File: src/include/rrl_pkg.sv
// Package for the repeater reset and link-control register bank.
// Assumes one 125 MHz device clock and a byte-wide register map.
package rrl_pkg;

   ////////////////////////////////////////////////////////////////////////
   // Register offsets
   localparam logic [7:0] OFS_RESERVED = 8'h00;
   localparam logic [7:0] OFS_SOFT_RESET = 8'h01;
   localparam logic [7:0] OFS_LINK_CTRL = 8'h02;

   ////////////////////////////////////////////////////////////////////////
   // Field positions
   localparam int SOFT_RESET_BIT = 0;
   localparam int SPEED_MSB = 7;
   localparam int SPEED_LSB = 6;
   localparam int ROLE_MSB = 5;
   localparam int ROLE_LSB = 4;
   localparam int UNUSED_LINK_BIT = 3;
   localparam int MODE_MSB = 2;
   localparam int MODE_LSB = 0;

   ////////////////////////////////////////////////////////////////////////
   // Reset values
   localparam logic [1:0] SPEED_RESET = 2'h0;
   localparam logic [1:0] ROLE_RESET = 2'h0;
   localparam logic [2:0] MODE_RESET = 3'h0;

   ////////////////////////////////////////////////////////////////////////
   // Encodings
   localparam logic [1:0] SPEED_AUTO = 2'h0;
   localparam logic [1:0] SPEED_LS_FS = 2'h1;
   localparam logic [1:0] ROLE_DUAL = 2'h0;
   localparam logic [1:0] ROLE_HOST = 2'h1;
   localparam logic [1:0] ROLE_DEVICE = 2'h2;
   localparam logic [2:0] MODE_AUTO = 3'h0;
   localparam logic [2:0] MODE_STANDBY = 3'h1;
   localparam logic [2:0] MODE_CONNECT = 3'h2;
   localparam logic [2:0] MODE_COMPLIANCE = 3'h3;

   ////////////////////////////////////////////////////////////////////////
   // Serial target timing
   localparam logic [3:0] BITS_PER_BYTE = 4'h8;

   typedef enum logic [5:0] {
      RRL_IDLE = 6'b000001,
      RRL_ADDR = 6'b000010,
      RRL_ACK = 6'b000100,
      RRL_WR = 6'b001000,
      RRL_RD = 6'b010000,
      RRL_RACK = 6'b100000
   } rrl_state_e;

endpackage : rrl_pkg

File: src/core/rrl_ctrl_regs.sv
// Reset and link-control register bank behind a two-wire serial target.
// Assumes scl/sda come from pins; the eUSB2 message logic shares clock.
module rrl_ctrl_regs #(
   parameter logic [6:0] TARGET_ADDR = 7'h2A  // Arbitrary value
) (
   input wire logic clock,
   input wire logic nrst,
   input wire logic scl_in,
   input wire logic sda_in,
   output logic sda_out,
   output logic sda_oe,
   input wire logic cfg_msg_valid,
   input wire logic cfg_msg_host,
   output logic cfg_msg_ack,
   output logic usb_host_role,
   output logic force_host,
   output logic force_device,
   output logic speed_ls_fs_only,
   output logic [2:0] op_mode,
   output logic connect_detect_pulse,
   output logic compliance_pulse,
   output logic soft_reset_pulse
);

   // Refused at elaboration; these addresses are kept for bus use
   if (TARGET_ADDR[6:3] == 4'h0) begin : g_bad_addr
      $error("Target address in reserved range");
   end

   function automatic logic one_role_bit(input logic [1:0] role);
      return role == rrl_pkg::ROLE_HOST || role == rrl_pkg::ROLE_DEVICE;
   endfunction : one_role_bit

   ////////////////////////////////////////////////////////////////////////
   // Pin synchronisers; level changes once stages two and three agree
   logic [2:0] scl_sync_reg;
   logic [2:0] sda_sync_reg;
   logic scl_reg;
   logic sda_reg;
   logic scl_prev_reg;
   logic sda_prev_reg;

   always_ff @(posedge clock or negedge nrst) begin
      if (!nrst) begin
         scl_sync_reg <= 3'h7;
         sda_sync_reg <= 3'h7;
         scl_reg <= 1'b1;
         sda_reg <= 1'b1;
         scl_prev_reg <= 1'b1;
         sda_prev_reg <= 1'b1;
      end else begin
         scl_sync_reg <= {scl_sync_reg[1:0], scl_in};
         sda_sync_reg <= {sda_sync_reg[1:0], sda_in};
         if (scl_sync_reg[1] == scl_sync_reg[2]) begin
            scl_reg <= scl_sync_reg[2];
         end
         if (sda_sync_reg[1] == sda_sync_reg[2]) begin
            sda_reg <= sda_sync_reg[2];
         end
         scl_prev_reg <= scl_reg;
         sda_prev_reg <= sda_reg;
      end
   end

   logic scl_rise;
   logic scl_fall;
   logic start_seen;
   logic stop_seen;
   assign scl_rise = scl_reg && !scl_prev_reg;
   assign scl_fall = !scl_reg && scl_prev_reg;
   assign start_seen = scl_reg && scl_prev_reg && sda_prev_reg && !sda_reg;
   assign stop_seen = scl_reg && scl_prev_reg && !sda_prev_reg && sda_reg;

   ////////////////////////////////////////////////////////////////////////
   // Serial target protocol
   rrl_pkg::rrl_state_e state_reg;
   logic [3:0] bit_cnt_reg;
   logic [7:0] shift_reg;
   logic [7:0] tx_reg;
   logic [7:0] ptr_reg;
   logic read_reg;
   logic ptr_phase_reg;
   logic sda_oe_reg;
   logic wr_stb;
   logic [7:0] rd_data;

   // Always open, no enable step before access
   assign wr_stb = scl_fall && state_reg == rrl_pkg::RRL_WR &&
                   bit_cnt_reg == rrl_pkg::BITS_PER_BYTE && !ptr_phase_reg;

   always_ff @(posedge clock or negedge nrst) begin
      if (!nrst) begin
         state_reg <= rrl_pkg::RRL_IDLE;
         bit_cnt_reg <= 4'h0;
         shift_reg <= 8'h00;
         tx_reg <= 8'h00;
         ptr_reg <= 8'h00;
         read_reg <= 1'b0;
         ptr_phase_reg <= 1'b0;
         sda_oe_reg <= 1'b0;
      end else if (start_seen) begin
         state_reg <= rrl_pkg::RRL_ADDR;
         bit_cnt_reg <= 4'h0;
         sda_oe_reg <= 1'b0;
      end else if (stop_seen) begin
         state_reg <= rrl_pkg::RRL_IDLE;
         sda_oe_reg <= 1'b0;
      end else if (scl_rise) begin
         if (state_reg == rrl_pkg::RRL_ADDR || state_reg == rrl_pkg::RRL_WR ||
             state_reg == rrl_pkg::RRL_RD) begin
            shift_reg <= {shift_reg[6:0], sda_reg};
            bit_cnt_reg <= bit_cnt_reg + 4'h1;
         end else if (state_reg == rrl_pkg::RRL_RACK) begin
            read_reg <= !sda_reg;  // Low means controller wants more
         end
      end else if (scl_fall) begin
         unique case (state_reg)
            rrl_pkg::RRL_IDLE: begin
               sda_oe_reg <= 1'b0;
            end
            rrl_pkg::RRL_ADDR: begin
               if (bit_cnt_reg == rrl_pkg::BITS_PER_BYTE) begin
                  if (shift_reg[7:1] == TARGET_ADDR) begin
                     read_reg <= shift_reg[0];
                     ptr_phase_reg <= !shift_reg[0];
                     sda_oe_reg <= 1'b1;
                     state_reg <= rrl_pkg::RRL_ACK;
                  end else begin
                     state_reg <= rrl_pkg::RRL_IDLE;
                  end
               end
            end
            rrl_pkg::RRL_ACK: begin
               bit_cnt_reg <= 4'h0;
               if (read_reg) begin
                  tx_reg <= {rd_data[6:0], 1'b0};
                  sda_oe_reg <= !rd_data[7];
                  ptr_reg <= ptr_reg + 8'h01;
                  state_reg <= rrl_pkg::RRL_RD;
               end else begin
                  sda_oe_reg <= 1'b0;
                  state_reg <= rrl_pkg::RRL_WR;
               end
            end
            rrl_pkg::RRL_WR: begin
               if (bit_cnt_reg == rrl_pkg::BITS_PER_BYTE) begin
                  if (ptr_phase_reg) begin
                     ptr_reg <= shift_reg;
                     ptr_phase_reg <= 1'b0;
                  end else begin
                     ptr_reg <= ptr_reg + 8'h01;
                  end
                  sda_oe_reg <= 1'b1;
                  state_reg <= rrl_pkg::RRL_ACK;
               end
            end
            rrl_pkg::RRL_RD: begin
               if (bit_cnt_reg == rrl_pkg::BITS_PER_BYTE) begin
                  sda_oe_reg <= 1'b0;
                  state_reg <= rrl_pkg::RRL_RACK;
               end else begin
                  sda_oe_reg <= !tx_reg[7];
                  tx_reg <= {tx_reg[6:0], 1'b0};
               end
            end
            rrl_pkg::RRL_RACK: begin
               // On a controller ack, loads the next byte here as the ACK state does, then goes straight to RRL_RD; on a nack goes to RRL_IDLE
               state_reg <= read_reg ? rrl_pkg::RRL_ACK : rrl_pkg::RRL_IDLE;
               read_reg <= 1'b1;
               if (read_reg) begin
                  bit_cnt_reg <= 4'h0;
                  tx_reg <= {rd_data[6:0], 1'b0};
                  sda_oe_reg <= !rd_data[7];
                  ptr_reg <= ptr_reg + 8'h01;
                  state_reg <= rrl_pkg::RRL_RD;
               end
            end
         endcase
      end
   end

   assign sda_out = 1'b0;
   assign sda_oe = sda_oe_reg;

   ////////////////////////////////////////////////////////////////////////
   // Register file
   logic [1:0] speed_reg;
   logic [1:0] role_reg;
   logic [2:0] mode_reg;
   logic soft_reset_reg;
   logic soft_reset_next;

   // Only a one starts the reset; the bit itself is never stored
   assign soft_reset_next = wr_stb && ptr_reg == rrl_pkg::OFS_SOFT_RESET &&
                            shift_reg[rrl_pkg::SOFT_RESET_BIT];

   always_ff @(posedge clock or negedge nrst) begin
      if (!nrst) begin
         soft_reset_reg <= 1'b0;
      end else begin
         soft_reset_reg <= soft_reset_next;
      end
   end

   // Reserved encodings are stored as written; behaviour not guaranteed
   always_ff @(posedge clock or negedge nrst) begin
      if (!nrst) begin
         speed_reg <= rrl_pkg::SPEED_RESET;
         role_reg <= rrl_pkg::ROLE_RESET;
         mode_reg <= rrl_pkg::MODE_RESET;
      end else if (soft_reset_reg) begin
         speed_reg <= rrl_pkg::SPEED_RESET;
         role_reg <= rrl_pkg::ROLE_RESET;
         mode_reg <= rrl_pkg::MODE_RESET;
      end else if (wr_stb && ptr_reg == rrl_pkg::OFS_LINK_CTRL) begin
         speed_reg <= shift_reg[rrl_pkg::SPEED_MSB:rrl_pkg::SPEED_LSB];
         role_reg <= shift_reg[rrl_pkg::ROLE_MSB:rrl_pkg::ROLE_LSB];
         mode_reg <= shift_reg[rrl_pkg::MODE_MSB:rrl_pkg::MODE_LSB];
      end
   end

   always_comb begin
      rd_data = 8'h00;
      if (ptr_reg == rrl_pkg::OFS_LINK_CTRL) begin
         rd_data[rrl_pkg::SPEED_MSB:rrl_pkg::SPEED_LSB] = speed_reg;
         rd_data[rrl_pkg::ROLE_MSB:rrl_pkg::ROLE_LSB] = role_reg;
         rd_data[rrl_pkg::MODE_MSB:rrl_pkg::MODE_LSB] = mode_reg;
         rd_data[rrl_pkg::UNUSED_LINK_BIT] = 1'b0;
      end
   end

   ////////////////////////////////////////////////////////////////////////
   // Mode commands act only at the write itself
   logic [7:0] wr_byte;
   logic link_wr;
   assign wr_byte = shift_reg;
   assign link_wr = wr_stb && ptr_reg == rrl_pkg::OFS_LINK_CTRL;

   always_ff @(posedge clock or negedge nrst) begin
      if (!nrst) begin
         connect_detect_pulse <= 1'b0;
         compliance_pulse <= 1'b0;
      end else begin
         connect_detect_pulse <= link_wr &&
            wr_byte[rrl_pkg::MODE_MSB:rrl_pkg::MODE_LSB] ==
               rrl_pkg::MODE_CONNECT &&
            one_role_bit(wr_byte[rrl_pkg::ROLE_MSB:rrl_pkg::ROLE_LSB]);
         compliance_pulse <= link_wr &&
            wr_byte[rrl_pkg::MODE_MSB:rrl_pkg::MODE_LSB] ==
               rrl_pkg::MODE_COMPLIANCE &&
            one_role_bit(wr_byte[rrl_pkg::ROLE_MSB:rrl_pkg::ROLE_LSB]);
      end
   end

   ////////////////////////////////////////////////////////////////////////
   // Role resolution and configuration message handling
   always_ff @(posedge clock or negedge nrst) begin
      if (!nrst) begin
         usb_host_role <= 1'b0;
         cfg_msg_ack <= 1'b0;
      end else begin
         cfg_msg_ack <= cfg_msg_valid;
         if (role_reg == rrl_pkg::ROLE_HOST) begin
            usb_host_role <= 1'b1;
         end else if (role_reg == rrl_pkg::ROLE_DEVICE) begin
            usb_host_role <= 1'b0;
         end else if (cfg_msg_valid) begin
            usb_host_role <= cfg_msg_host;
         end
      end
   end

   assign force_host = role_reg == rrl_pkg::ROLE_HOST;
   assign force_device = role_reg == rrl_pkg::ROLE_DEVICE;
   assign speed_ls_fs_only = speed_reg == rrl_pkg::SPEED_LS_FS;
   assign op_mode = mode_reg;
   assign soft_reset_pulse = soft_reset_reg;

endmodule : rrl_ctrl_regs

File: config.mk
export PLATFORM = sky130hd
export DESIGN_NAME = rrl_ctrl_regs
export DESIGN_NICKNAME = d
export VERILOG_FILES = /design/src/include/rrl_pkg.sv /design/src/core/rrl_ctrl_regs.sv
export SDC_FILE = /design/constraint.sdc
export NUM_CORES = 1
export LEC_CHECK = 0
export BUFFER_PORTS_ARGS = -buffer_cell sky130_fd_sc_hd__buf_2
export CAP_MARGIN = 10
export CORE_ASPECT_RATIO = 1.4
export CORE_UTILIZATION = 30
export CTS_CLUSTER_DIAMETER = 40
export DETAILED_ROUTE_END_ITERATION = 10
export GPL_TIMING_DRIVEN = 0
export RECOVER_POWER = 50
export REMOVE_ABC_BUFFERS = 1
export SYNTH_ARGS = -nofsm -noshare
export SYNTH_HDL_FRONTEND = slang
export SYNTH_SLANG_ARGS = --single-unit
File: constraint.sdc
create_clock -name clock -period 4.4 [get_ports clock]
set_clock_uncertainty 0.05 [all_clocks]
set_input_delay 0.44 -clock clock [delete_from_list [all_inputs] [get_ports clock]]
set_output_delay 0.44 -clock clock [all_outputs]
set_load 0.02 [all_outputs]
* After elaboration in Yosys (flattened, before gate mapping) *
Cells that the tools add are included.

storage, ports and cells
  bits of input ports = 6
  logic and storage cells = 169
  flip-flop bits (word level) = 59
  output and inout bits = 13

cells by class
  bitwise operators = 3
  reductions and logical operators = 48
  mux-type cells = 57
  add/subtract/negate cells = 2
  equal/unequal tests = 37

operators by type and width
  cell                 number
  $mux 8               6
  $mux 6               7
  $pmux 8 s2           2
  $pmux 6 s5           1
  $mux 4               6
  $mux 1               22
  $logic_and 1x1->1    17
  $ne 4x4->1 const B   4
  $reduce_and 8->1     2
  $reduce_and 7->1     2
  $reduce_and 6->1     2
  $reduce_bool 2->1    6
  $mux 5               2
  $mux 3               3
  $reduce_bool 3->1    3
  $add 8x1->8 const B  1
  $eq 8x1->1 const B   1
  $eq 8x2->1 const B   1
  $logic_not 1->1      8
  $mux 2               4
  $ne 2x1->1 const B   4
  $ne 2x2->1 const B   4
  $ne 4x3->1 const B   2
  $pmux 4 s2           1
  other kinds (25)     36

* Depth between registers and ports, before layout *
  depth after elaboration = 9
  depth in mapped cells = 9
  mapped depth without buffers = 7

* Worst setup path after synthesis *
OpenSTA, ideal clock, no wires.

  path kind = register -> register
  start point = register state_reg[1]
  end point = register sda_oe_reg, in the netlist sda_oe
  library setup time = 65 ps
  setup slack = 2385 ps
  clock period less this slack = 2015 ps
  path buffers = 1
  required time = 4285 ps
  cell stages (with the launch flop) = 7
  arrival time = 1900 ps
  path through = dfrtp_1 -> buf_6 -> or4_4 -> or3_4 -> or2_0 -> a41oi_2 -> mux2_1

between the ends
  word-level cells in the longest chain between the ends = 6
  elaborated cells between the ends (all ways) = 16
  those cells by class = eq/ne: 10; mux: 5; reduce/logical: 1

RTL lines
  element                                   line                  text
  from (decl)                               rrl_ctrl_regs.sv:76   rrl_pkg::rrl_state_e state_reg;
  from (signal assigned)                    rrl_ctrl_regs.sv:93   state_reg <= rrl_pkg::RRL_IDLE;
  from (signal assigned)                    rrl_ctrl_regs.sv:102  state_reg <= rrl_pkg::RRL_ADDR;
  from (signal assigned)                    rrl_ctrl_regs.sv:106  state_reg <= rrl_pkg::RRL_IDLE;
  $eq 6x6->1, or another cell as far along  rrl_ctrl_regs.sv:117  unique case (state_reg)
  $pmux 1 s6                                rrl_ctrl_regs.sv:117
  $mux 1                                    rrl_ctrl_regs.sv:116  end else if (scl_fall) begin
  $mux 1                                    rrl_ctrl_regs.sv:108  end else if (scl_rise) begin
  $mux 1                                    rrl_ctrl_regs.sv:105  end else if (stop_seen) begin
  $mux 1                                    rrl_ctrl_regs.sv:101  end else if (start_seen) begin
  to (signal assigned)                      rrl_ctrl_regs.sv:137  sda_oe_reg <= !rd_data[7];
  to (signal assigned)                      rrl_ctrl_regs.sv:162  sda_oe_reg <= !tx_reg[7];
  to (signal assigned)                      rrl_ctrl_regs.sv:173  sda_oe_reg <= !rd_data[7];
  to (decl)                                 rrl_ctrl_regs.sv:83   logic sda_oe_reg;

Several ways; a longest one is shown, not always the timed one. The select of a mux whose other input is x is not followed.
A chain may end at the register's enable or synchronous reset.

==> impl_metrics.csv <==
group,metric,value,unit
power_and_ir_drop,power_switching,0.433,mW
finish,final_cells,455,
die,pin_count,19,
finish,synthToLayoutAreaGrowth,16.8,%
clock_network,clkTransAtPathRegs,0.05,ns
critical_path,critPathKind,"input port to asynchronous set/reset pin",
synth,yosys.area.top_type_share,38.4,%
power_and_ir_drop,combinationalPowerShare,12.9,%
die,die_y,122,um
critical_path,cpMaxStageDelayCell,"clkbuf_1",
routing,first_pass_iters,4,
finish,fin_util,36.1,%
min_path,hp-class,"input port to flop",
clock_network,cts_root_buffer,"clkbuf_16",
power_and_ir_drop,pwr_density_cell,461,nW/um^2
sta,whs,0.156,ns
finish,layout-drive-gt1-share,18.8,%
clock_network,htree_levels,3,
global_routing,grt_overflow_total,0,
power_and_ir_drop,switching_share,26.2,%
critical_path,worstPathArrival,2.78,ns
sta,finalSetupViolCount,0,
routing,top_layer_used,"met4",
finish,design_area,3580,um^2
global_routing,track_usage,14.1,%
critical_path,cp.required,4.39,ns
die,placeableCoreArea,9900,um^2
place,port_buffers,17,
place,dp_cells,439,
sta,slew_headroom,-32.0,%
clock_network,clockBufferDepth,2,
sta,max_slew.worst_pin.slew,1.98,ns
sta,post-route-min-period,2.79,ns
sta,fin_ws,1.61,ns
die,die_area,10600,um^2
synth,synth_edf_count,0,
power_and_ir_drop,p_total,1.65,mW
global_routing,grt_pass1_wl,11400,um
place,place.gp.congestion,0.819,
critical_path,worstPathCellList,"clkbuf_1 > clkbuf_1",
routing,viasPerCell,5.03,
routing,drt_wl_total,6670,um
sta,fmax,0.358,GHz
synth,ys_seq_elements,58,
synth,netlist_instances,298,
synth,synth_top_area_cell,"dfrtp_1",
critical_path,path_buf_inv,2,
synth,ys_top_cells_by_area,"dfrtp_1, dfstp_2, ha_1",
routing,wl_met2,3440,um
routing,drc_errors,0,
routing,ant_nets,0,
synth,seq_area_frac_synth,47.8,%
clock_network,ctsResizeCount,0,
clock_network,ctsHoldBuffers,0,
status,violations,"max-capacitance violations, max-slew violations",
power_and_ir_drop,p_seq_share,40.6,%
global_routing,grt_pass1_vias,2348,
routing,wl_per_cell,14.7,um
synth,synthFlopType,"dfrtp_1",
die,die_w,87.4,um
critical_path,critical_path.top_delay_family,"buffers and inverters",
power_and_ir_drop,clockPowerShare,46.4,%
die,fp-row-count,43,
critical_path,startpoint_type,"input port",
clock_network,postCtsSetupRepairBufs,0,
finish,antenna_cells,0,
sta,tns,0,ns
synth,synth_cell_types,56,
routing,vias,2287,
clock_network,cts_tree,"yes",
place,dp.final_hpwl,4630,um
synth,avgSynthCellArea,10.3,um^2
die,floorplan.initialDensity,31.0,%
synth,async_flop_share,100,%
critical_path,worst_setup_path_end_kind,"asynchronous set/reset pin",
clock_network,clk-insertion-delay-late,0.33,ns
routing,initialDrtViolationCount,200,
routing,drt-met1-wl,2850,um
clock_network,clkSinkCount,58,
synth,synth_area,3060,um^2
critical_path,crit_path_max_incr_delay,1.49,ns
sta,maxSlewViolCount,38,
sta,rsz0062_at_grt,"false",
power_and_ir_drop,leakagePower,1.56,nW
critical_path,cp_max_fo,37,
finish,nets,331,
power_and_ir_drop,p_int,1.22,mW
flow_run,max_cap_violations,1,
clock_network,cts_buffers,9,
place,pre_cts_slack,2.02,ns
place,placed_area,3270,um^2
synth,yosysWarningCount,0,
sta,fin_crit_sh,63.4,%
global_routing,grt_max_degree,38,
status,status,"finished with violations",
sta,hold_viol,0,
power_and_ir_drop,vdd_ir_drop_max,0.241,mV
routing,wl_met3,169,um
critical_path,cp_common_cell,"clkbuf_1",
global_routing,antenna_found_initial,0,
[per-layer routing]
layer  up-vias  track usage [%]
met5         -                0
met4         0             7.99
met3        17             3.12
met2        37             23.9
met1      1124             16.1
li1       1109                -
[power groups by stage]
stage	Clock (mW)	Sequential, mW	Combinational [mW]
final	0.767	0.671	0.214
after global routing	0.801	0.680	0.238
after CTS	0.781	0.672	0.217
after detailed placement	0	0.681	0.215
after global placement	0	0.679	0.209
after floorplan	0	0.660	0.161
[worst paths after layout]
| path | startpoint | cells after the start | endpoint | slack, ns |
|---|---|---|---|---|
| worst max-delay path | nrst | 2 | state_reg[4] | 1.61 |
| worst min-delay path | sda_in | 1 | sda_sync_reg[0] | 0.16 |
| worst max register to register | scl_prev_reg | 7 | ptr_reg[4] | 2.03 |
| worst min register to register | sda_sync_reg[0] | 0 | sda_sync_reg[1] | 0.31 |
| max in group clock | scl_prev_reg | 7 | ptr_reg[4] | 2.03 |
| min in group asynchronous | nrst | 1 | cfg_msg_ack | 0.26 |
[cell usage after synthesis, drive strengths merged (3+ instances only)]
cell and count:
dfrtp 47, nor2 26, a21oi 22, o21ai 21, nand3 18, inv 14
mux2 12, nand2 12, dfstp 11, ha 10, nor3 10, buf 9
mux2i 9, a22oi 7, nor2b 6, nor4 6, o211ai 5, xor2 5
a22o 4, nand4 4, and3 3, clkbuf 3, nand3b 3, o2bb2ai 3
[cell families after synthesis]
group	count (synthesis)	share of synthesized area, %
buffers and inverters	26	4.04
muxes	21	7.35
xor gates and xnor gates	5	1.43
AOI/OAI and AO/OA	72	15.4
and+or+nand+nor	103	19.1
other	1	0.122
adders and majority gates	12	4.74
DFF	58	47.8
[area by class of cell]
class,count,area (um^2)
clock buffers,12,256
clock inverters,4,73.8
fillers,1003,6320
inverters,14,52.6
multi-input cells,214,1480
flip-flops and latches,58,1470
well taps,135,169
repair buffers,18,86.3
[placed cells by master, fill, tap and decap left out, types with 4 or more instances in the layout]
cell type	netlist	routed
a21oi_1	20	20
a22o_1	4	4
a22oi_1	7	7
buf_2	6	15
clkbuf_1	3	4
clkbuf_16	0	9
dfrtp_1	47	47
dfstp_1	0	4
dfstp_2	11	7
ha_1	10	10
inv_1	14	14
mux2_2	11	11
mux2i_1	9	9
nand2_1	12	12
nand3_1	17	17
nand4_1	4	4
nor2_1	26	26
nor2b_1	6	6
nor3_1	9	9
nor4_1	4	4
o211ai_1	5	5
o21ai_0	20	20
xor2_1	5	5
Note: power is estimated with default switching activity, not from simulation.
